File: src/logic/rms_defs.svh
// Constants of the rotate-and-mask unit
// Summary of operation
// - Extract n-bit field, justify, zero others
// - Insert justified field at b, keep rest
// - Rotate whole word by n or by register amount, no mask
// - Logical shift by n, zero fill
// - Clear leftmost or rightmost n bits
// - Clear leftmost b bits, then shift left
// - Record variant when record bit set, word ops only (never for double extract)
// - Right extract is rotate b+n, mask 32-n..31
// - Right rotate is left rotate 32-n
// - Left shift is rotate n, mask 0..31-n
// - Right shift is rotate 32-n, mask n..31
// - Right insert rotates 32-(b+n), mask b..b+n-1
// - Clear-shift is rotate n, mask b-n..31-n
// - Double right extract rotates b+n, clears left; double left extract rotates b, clears right
// - Bit 0 is the most significant bit
`ifndef RMS_DEFS_SVH
`define RMS_DEFS_SVH
`define RMS_WORD_BITS 32
`define RMS_DWORD_BITS 64
`define RMS_ZERO_WORD 32'h0000_0000
`define RMS_ONES_WORD 32'hFFFF_FFFF
`define RMS_ZERO_DWORD 64'h0000_0000_0000_0000
`endif

File: src/logic/rms_pkg.sv
// Types of the rotate-and-mask unit
package rms_pkg;
	typedef enum logic [3:0] {
		OP_EXT_LEFT,
		OP_EXT_RIGHT,
		OP_INS_LEFT,
		OP_INS_RIGHT,
		OP_ROT_LEFT,
		OP_ROT_RIGHT,
		OP_SHIFT_LEFT,
		OP_SHIFT_RIGHT,
		OP_CLR_LEFT,
		OP_CLR_RIGHT,
		OP_CLR_SHIFT,
		OP_DEXT_LEFT,
		OP_DEXT_RIGHT,
		OP_ROT_REG
	} op_t;

	typedef struct packed {
		logic        valid;
		op_t         op;
		logic        record_flag_bit;
		logic [63:0] source_operand;
		logic [31:0] destination_operand;
		logic [5:0]  shift_amount_operand;
		logic [6:0]  n;
		logic [5:0]  b;
	} req_t;

	typedef struct packed {
		logic        valid;
		logic [63:0] result;
		logic        record;
		logic [2:0]  cond;
	} rsp_t;

	typedef struct packed {
		rsp_t rsp;
	} state_t;
endpackage

File: src/logic/rms_rotmask.sv
// Word or double-word rotate-and-mask primitive with optional insert
`timescale 1ns/1ps
`include "rms_defs.svh"
module rms_rotmask #(
	parameter int WIDTH = `RMS_WORD_BITS
) (
	input  wire logic [WIDTH-1:0] src,
	input  wire logic [WIDTH-1:0] dst,
	input  wire logic [5:0]       rot,
	input  wire logic [5:0]       mb,
	input  wire logic [5:0]       me,
	input  wire logic             insert,
	output logic      [WIDTH-1:0] res
);
	// Only the word and double-word rotators are served
	if (WIDTH != 32 && WIDTH != 64)
	begin : g_bad_width
		$error("rms_rotmask: WIDTH must be 32 or 64");
	end

	logic [WIDTH-1:0] rotated;
	logic [WIDTH-1:0] mask;
	logic [2*WIDTH-1:0] dbl;
	int unsigned r;
	int unsigned k;

	always_comb
	begin
		r = 32'(rot) % WIDTH;
		dbl = {src, src} << r;
		rotated = dbl[2*WIDTH-1:WIDTH];
		// Index k counts from the most significant end
		for (int i = 0; i < WIDTH; i++)
		begin
			k = 32'(WIDTH - 1 - i);
			if (mb <= me)
				mask[i] = (k >= 32'(mb)) && (k <= 32'(me));
			else
				mask[i] = (k >= 32'(mb)) || (k <= 32'(me));
		end
		if (insert)
			res = (rotated & mask) | (dst & ~mask);
		else
			res = rotated & mask;
	end
endmodule // rms_rotmask

File: src/logic/rms_unit.sv
// Rotate, shift, clear, extract and insert execution unit
`timescale 1ns/1ps
`include "rms_defs.svh"
module rms_unit (
	input  wire logic          clock,
	input  wire logic          rst,
	input  wire rms_pkg::req_t req,
	output rms_pkg::rsp_t      rsp
);
	rms_pkg::state_t  state_r;
	rms_pkg::state_t  state_nxt;
	logic [5:0]       rot;
	logic [5:0]       mb;
	logic [5:0]       me;
	logic             ins;
	logic             dword;
	logic [31:0]      wres;
	logic [63:0]      dres;
	logic [6:0]       n;
	logic [6:0]       b;

	assign n = req.n;
	assign b = {1'b0, req.b};

	// Each operation becomes a rotate amount and a mask span
	always_comb
	begin
		rot = 6'h00;
		mb = 6'h00;
		me = 6'h1F;
		ins = 1'b0;
		dword = 1'b0;
		case (req.op)
			rms_pkg::OP_EXT_LEFT:
			begin
				rot = b[5:0];
				me = 6'(n - 7'h01);
			end
			rms_pkg::OP_EXT_RIGHT:
			begin
				rot = 6'(b + n);
				mb = 6'(7'h20 - n);
			end
			rms_pkg::OP_INS_LEFT:
			begin
				rot = 6'(7'h20 - b);
				mb = b[5:0];
				me = 6'(b + n - 7'h01);
				ins = 1'b1;
			end
			rms_pkg::OP_INS_RIGHT:
			begin
				rot = 6'(7'h20 - (b + n));
				mb = b[5:0];
				me = 6'(b + n - 7'h01);
				ins = 1'b1;
			end
			rms_pkg::OP_ROT_LEFT:
				rot = n[5:0];
			rms_pkg::OP_ROT_RIGHT:
				rot = 6'(7'h20 - n);
			rms_pkg::OP_ROT_REG:
				rot = {1'b0, req.shift_amount_operand[4:0]};
			rms_pkg::OP_SHIFT_LEFT:
			begin
				rot = n[5:0];
				me = 6'(7'h1F - n);
			end
			rms_pkg::OP_SHIFT_RIGHT:
			begin
				rot = 6'(7'h20 - n);
				mb = n[5:0];
			end
			rms_pkg::OP_CLR_LEFT:
				mb = n[5:0];
			rms_pkg::OP_CLR_RIGHT:
				me = 6'(7'h1F - n);
			rms_pkg::OP_CLR_SHIFT:
			begin
				rot = n[5:0];
				mb = 6'(b - n);
				me = 6'(7'h1F - n);
			end
			rms_pkg::OP_DEXT_LEFT:
			begin
				rot = b[5:0];
				me = 6'(n - 7'h01);
				dword = 1'b1;
			end
			rms_pkg::OP_DEXT_RIGHT:
			begin
				rot = 6'(b + n);
				mb = 6'(7'h40 - n);
				me = 6'h3F;
				dword = 1'b1;
			end
			default:
				rot = 6'h00;
		endcase
	end

	rms_rotmask #(.WIDTH(`RMS_WORD_BITS)) u_word (
		.src    (req.source_operand[31:0]),
		.dst    (req.destination_operand),
		.rot    (rot),
		.mb     (mb),
		.me     (me),
		.insert (ins),
		.res    (wres)
	);

	rms_rotmask #(.WIDTH(`RMS_DWORD_BITS)) u_dword (
		.src    (req.source_operand),
		.dst    (`RMS_ZERO_DWORD),
		.rot    (rot),
		.mb     (mb),
		.me     (me),
		.insert (1'b0),
		.res    (dres)
	);

	always_comb
	begin
		state_nxt = state_r;
		state_nxt.rsp.valid = req.valid;
		if (req.valid)
		begin
			if (dword)
				state_nxt.rsp.result = dres;
			else
				state_nxt.rsp.result = {`RMS_ZERO_WORD, wres};
			state_nxt.rsp.record = req.record_flag_bit && !dword;
			// Condition: negative, positive, zero of the word result
			if (wres == `RMS_ZERO_WORD)
				state_nxt.rsp.cond = 3'b001;
			else if (wres[31])
				state_nxt.rsp.cond = 3'b100;
			else
				state_nxt.rsp.cond = 3'b010;
		end
		if (rst)
			state_nxt = '0;
	end

	always_ff @(posedge clock)
		state_r <= state_nxt;

	assign rsp = state_r.rsp;
endmodule // rms_unit

File: config.mk
export PLATFORM = sky130hd
export DESIGN_NAME = rms_unit
export DESIGN_NICKNAME = d
export VERILOG_FILES = /design/src/logic/rms_pkg.sv /design/src/logic/rms_rotmask.sv /design/src/logic/rms_unit.sv
export VERILOG_INCLUDE_DIRS = /design/src /design/src/logic
export SDC_FILE = /design/constraint.sdc
export NUM_CORES = 1
export LEC_CHECK = 0
export BUFFER_PORTS_ARGS = -buffer_cell sky130_fd_sc_hd__buf_4
export CAP_MARGIN = 5
export CORE_MARGIN = 2
export CORE_UTILIZATION = 45
export DETAILED_ROUTE_END_ITERATION = 6
export GPL_TIMING_DRIVEN = 0
export PLACE_DENSITY = 0.67
export REMOVE_ABC_BUFFERS = 1
export SLEW_MARGIN = 20
export SYNTH_ARGS = -nofsm -noshare
export SYNTH_HDL_FRONTEND = slang
export SYNTH_HIERARCHICAL = 1
export SYNTH_SLANG_ARGS = --single-unit
File: constraint.sdc
create_clock -name clock -period 5.7 [get_ports clock]
set_clock_uncertainty 0.2 [all_clocks]
set_input_delay 0.285 -clock clock [delete_from_list [all_inputs] [get_ports clock]]
set_output_delay 0.285 -clock clock [all_outputs]
set_load 0.02 [all_outputs]
== After elaboration in Yosys (flattened, before gate mapping) ==
Cells that the tools add are included.
Storage, ports and cells
  output and inout bits: 69
  flip-flop bits (word level): 69
  logic and storage cells: 369
  input port bits: 123
Cells by class
  muxes and demuxes: 73
  bitwise operators: 5
  $lt $le $gt $ge: 127
  add/sub/neg operators: 9
  equal/unequal tests: 13
  shift operators: 2
  reductions and logical operators: 136
Operators with widths (number)
  6-bit <= comparator, first input constant: 32
  6-bit >= comparator, first input constant: 31
  128-bit by 6-bit << shifter with 128-bit output: 1
  5-bit by 6-bit >= comparator with 1-bit output, first input constant: 16
  5-bit by 6-bit <= comparator with 1-bit output, first input constant: 16
  1-bit 2-to-1 mux: 66
  32-bit bitwise AND: 2
  64-bit bitwise AND: 1
  64-bit 2-to-1 mux: 1
  64-bit by 5-bit << shifter with 64-bit output: 1
  1-bit logical AND: 63
  1-bit logical OR: 62
  4-bit by 6-bit >= comparator with 1-bit output, first input constant: 8
  4-bit by 6-bit <= comparator with 1-bit output, first input constant: 8
  6-bit one-hot mux with 7 select lines: 1
  32-bit logical NOT: 1
  32-bit 2-to-1 mux: 1
  32-bit inverter: 1
  32-bit OR: 1
  6-bit one-hot mux with 5 select lines: 1
  4-bit equality test, second input constant: 6
  3-bit by 6-bit >= comparator with 1-bit output, first input constant: 4
  3-bit by 6-bit <= comparator with 1-bit output, first input constant: 4
  6-bit one-hot mux with 4 select lines: 1
  other kinds (19): 36

== Logic depth before layout (Yosys ltp) ==
  depth in word-level cells: 12
  depth in mapped cells: 26
  depth with buffers taken out: 23

== Modules after synthesis ==
Netlist, hierarchy kept.
By module, submodules not included
  rms_rotmask at u_dword: times used 1, sequential area each 0.0 µm², area an instance 7055.5 µm², cells an instance 893
  rms_unit: times used 1, sequential area each 1381.3 µm², area an instance 4620.7 µm², cells an instance 623
  rms_rotmask at u_word: times used 1, sequential area each 0.0 µm², area an instance 4556.9 µm², cells an instance 548

== Worst setup path after synthesis ==
Ideal clock, no wire load.
  path kind: input to register
  from: in req[7] (netlist bit)
  to: reg state_r, in the netlist rsp[1]
  required time: 5372 ps
  stages on the path: 22
  buffers on the path: 3
  setup time: 128 ps
  data arrival time: 5180 ps
  path slack: 192 ps
  cell sequence: clkbuf_1 inv_1 fa_1 or2b_1 a21oi_1 xor2_1 mux2i_1 xnor2_1 o21ai_0 buf_4 buf_2 mux4_2 a222oi_1 mux2i_1 a211oi_1 mux2i_1 nor4_1 nand4_1 nor2_1 nor2_1 mux2i_1 nor2_1
Between the ends
  elaborated cells between the ends (all ways): 178
  those cells by class: add/sub: 8; order compare: 64; shift: 1; mux: 38; bitwise: 4; reduce/logical: 63
RTL lines
  start, declared: RTL line rms_unit.sv:7  | input wire rms_pkg::req_t req,
  6-bit adder: RTL line rms_unit.sv:41, rms_unit.sv:53, rms_unit.sv:92
  6-bit subtractor: RTL line rms_unit.sv:53  | rot = 6'(7'h20 - (b + n));
  6-bit one-hot mux with 7 select lines (*): RTL line rms_unit.sv:33  | case (req.op)
  via rot[4]: RTL line rms_unit.sv:12  | logic [5:0] rot;
  64-bit by 5-bit << shifter with 64-bit output (*): RTL line rms_rotmask.sv:30  | dbl = {src, src} << r;
  32-bit bitwise AND (*): RTL line rms_rotmask.sv:42, rms_rotmask.sv:44
  32-bit OR: RTL line rms_rotmask.sv:42  | res = (rotated & mask) | (dst & ~mask);
  32-bit 2-to-1 mux (*): RTL line rms_rotmask.sv:41  | if (insert)
  via wres[23]: RTL line rms_unit.sv:17  | logic [31:0] wres;
  32-bit logical NOT (no source line) (*)
  3-bit 2-to-1 mux (*): RTL line rms_unit.sv:134  | if (wres == `RMS_ZERO_WORD)
  end signal, assigned: RTL line rms_unit.sv:146  | state_r <= state_nxt;
  end, declared: RTL line rms_unit.sv:10  | rms_pkg::state_t state_r;
The timed path passes the listed nets; every way through them passes the cells marked *.
A chain may end at the register's enable or synchronous reset.

== Worst setup path in the final report ==
  from: in req[7] (netlist bit)
  to: reg state_r, in the netlist rsp[1]
Between the ends
  word-level cells in the longest chain between the ends: 12
  elaborated cells between the ends (all ways): 178
  those cells by class: add/sub: 8; order compare: 64; shift: 1; mux: 38; bitwise: 4; reduce/logical: 63
Ends and longest elaborated chain
  6-bit adder: RTL line rms_unit.sv:48, rms_unit.sv:55
  6-bit by 1-bit subtractor with 6-bit output: RTL line rms_unit.sv:48, rms_unit.sv:55
  6-bit one-hot mux with 4 select lines (*): RTL line rms_unit.sv:33
  via me[4]: RTL line rms_unit.sv:14  | logic [5:0] me;
  5-bit by 6-bit <= comparator with 1-bit output: RTL line rms_rotmask.sv:37, rms_rotmask.sv:39
  1-bit logical OR or 1-bit logical AND (tied branches): RTL line rms_rotmask.sv:39, rms_rotmask.sv:37
  1-bit 2-to-1 mux (*): RTL line rms_rotmask.sv:36  | if (mb <= me)
  32-bit inverter: RTL line rms_rotmask.sv:42
  32-bit bitwise AND: RTL line rms_rotmask.sv:42
  32-bit OR: RTL line rms_rotmask.sv:42
  32-bit 2-to-1 mux (*): RTL line rms_rotmask.sv:41
  via wres[7]: RTL line rms_unit.sv:17
  32-bit logical NOT (no source line) (*)
  3-bit 2-to-1 mux (*): RTL line rms_unit.sv:134
Marked as above.

==> results.toml <==
[outcome]
status = "finished, violations left"
violations = "setup timing"

[finish]
final_cell_mix = "nand2_1 (281), mux2i_1 (210), buf_4 (208), nor2_1 (179), o22ai_1 (124)"
final_common_cell = "nand2_1"
drive_above_1_share = 0.247
diodes = 0
largest_reg_flops = 69
instances_no_fill = 2646
nets = 2330
areaGrowthSynthToFinish_pct = 17.5

[worst_setup_path]
crit_path_start_kind = "input pin"
crit_type = "input pin to register"
rrSetupSlack_ps = 4620
crit_fanout = 13
critPathSlowestCell = "fa_2"
critical_path.max_stage_delay_ps = 450
cp_cell_sequence = "buf_4, inv_1, fa_2, or2b_1, a21oi_1, xor2_2, a21oi_1, a221oi_4, or3_4, inv_1, ha_1, nand3_1, or2_2, o21a_2, maj3_1, mux2i_1, nor4_1, nand4_1, nor2_2, nor2_1, mux2i_1, nor2_1"
crit_buf_inv = 3
critPathTopFamily = "simple AND/OR/NAND/NOR gates"
required_ps = 5710
end_kind = "register"
critPathArrivalTime_ps = 5760

[pwr]
powerDensity_nw_per_um2 = 265
power_uw = 5050
leakage_uw = 0.00704
ir_drop_mv = 0.147

[sta]
setup_slack_ps = -49.3
rsz0062_at_grt = "true"
maxSlewViolCount = 0
finalCritPeriodShare = 1.01
setup_viol = 1
tightest_slew_ps = 1130
fmax_mhz = 174
hold_viol = 0
min_period_ps = 5750
relSlewSlack = 0.245

[logic_synthesis]
syn_inst = 2064
yosysWarningCount = 6
synth-seq-cells = 69
synth_fa_ha_area_frac = 0.0791
synthDistinctLibCells = 91
yosysSeqAreaShare = 0.0851
muxShareOfSynthArea = 0.364
syn_area_per_cell_sq_um = 7.86
synthArstFlopShare = 0
yosysTopAreaCellShare = 0.158
netlist_area_sq_um = 16200
synth_edf_count = 0
synth-simple-area-share = 0.196
synth_largest_area_cell = "mux4_2"
synth_xor_area_frac = 0.0109
synth_top_flop_cell = "dfxtp_1"
synth_compound_area_frac = 0.195
synth.area.top_cells = "mux4_2 (16%), mux2i_1 (13%), dfxtp_1 (8.5%)"
synth_top_family_by_area = "multiplexers"

[detailed_routing]
drtIter0Drc = 2511
wire_per_inst_um = 25.2
drtAntennaViolNets = 0
drc = 0
dr.pass1.iters = 6
routed_wl_mm = 66.8
viasPerCell = 6.83
num_vias = 18100

[clocking]
clk_pin_slew_ps = 60
clock_path_buffers = 2
cts_made_buffers = 9
clock_latency_ps = 350
clock_sinks = 69
clockRootBuffer = "clkbuf_16"
hold_buffers = 0
cts_tree = "built"
htree_levels = 3

[grt]
grt_pass1_wl_mm = 99.7
grt_max_degree = 135
grt_util_all_layers = 0.336
grt-ovfl-total = 0
antenna_found_initial = 0
grt_pass1_vias = 16200

[floorplan]
start_util = 0.456
fp.dieH_um = 194
core_sq_um = 35600
ioPinCount = 192
die_w_um = 194
die_area_sq_um = 37600
num_rows = 69

[place]
port_buffers = 189
dpl.hpwl_mm = 48.6
place.gp.congestion = 0.974
post-place-cells = 2607

[job]
drv_cap = 0

[worst_hold_path]
hold_class = "input pin to register"
## path summary, 6_finish.rpt
path	to	startpoint	depth (start not counted)
worst min-delay path	rsp[3]$_SDFFE_PP0P_	req[115]	3
worst max-delay path	rsp[1]$_SDFFE_PP0P_	req[7]	22
worst max register to register	rsp[5]$_SDFFE_PP0P_	rsp[5]$_SDFFE_PP0P_	2
worst min register to register	rsp[67]$_SDFFE_PP0P_	rsp[67]$_SDFFE_PP0P_	2
## kinds of logic after synthesis
logic type                 Yosys count
AOI/OAI and AO/OA                  495
xor gates and xnor gates            17
adders and majority gates          120
buffers and inverters              233
DFF                                 69
muxes                              424
other                                1
and+or+nand+nor                    705
## Yosys cell counts, types with 6 or more instances
| cell type | number |
|---|---|
| a211oi_1 | 11 |
| a21oi_1 | 118 |
| a22o_1 | 12 |
| a22oi_1 | 20 |
| a311oi_1 | 34 |
| a31oi_1 | 19 |
| and2_1 | 11 |
| buf_1 | 9 |
| buf_2 | 44 |
| buf_4 | 13 |
| buf_6 | 11 |
| clkbuf_1 | 116 |
| dfxtp_1 | 69 |
| ha_1 | 25 |
| inv_1 | 26 |
| maj3_1 | 93 |
| mux2_2 | 80 |
| mux2i_1 | 216 |
| mux4_2 | 114 |
| nand2_1 | 284 |
| nand2b_1 | 47 |
| nand3_1 | 64 |
| nand4_1 | 11 |
| nor2_1 | 180 |
| nor2b_1 | 23 |
| nor3_1 | 34 |
| nor4_1 | 8 |
| o21a_1 | 10 |
| o21ai_0 | 66 |
| o21ai_1 | 13 |
| o21bai_1 | 8 |
| o22ai_1 | 124 |
| o31ai_1 | 7 |
| or2_2 | 8 |
| or3_1 | 10 |
| xnor2_1 | 8 |
| xor2_1 | 6 |
## tightest hold or removal path, cell delays in order
cell     delay, ps
buf_4          110
nand3_1         70
a21oi_1         60
## routing by layer
metal	track usage	vias up	part of all wire
met5	0	-	0
met4	0.129	0	0.045
met1	0.470	8621	0.41
met3	0.0539	166	0.11
met2	0.520	1286	0.44
li1	-	8009	-
## final cells by class
class	count	area (sq um)
Inverter	33	145
Clock buffer	9	225
Clock inverter	7	105
Tap cell	461	577
Sequential cell	69	1380
Timing Repair Buffer	237	2260
Multi-Input combinational cell	1830	14400
Fill cell	3410	16500
## timing repair
action                                  CTS  global route
resized for setup                        25            24
cloned                                    3             1
endpoints found under the setup margin   67            63
pin swaps                                 4             7
buffers inserted                          9            10
## stage by stage
step	hold WS (ps)	worst slack, ps	utilization	TNS (ps)	cell area [sq um]
after global placement	258	-17050	0.491	-961570	17500
final	35.1	-49.3	0.536	-49.3	19100
after CTS	28.0	10.8	0.530	0	18900
after global routing	49.6	-82.7	0.536	-82.7	19100
after floorplan	154	-10090	-	-613610	15500
after detailed placement	260	-1710	0.515	-62900	18300
## power breakdown
group / switching (uW) / leakage (uW) / internal (uW)
Sequential: 29.7 / 0.000564 / 518
Clock: 261 / 0.000159 / 391
Combinational: 2300 / 0.00632 / 1560
(Power assumes the default switching activity.)
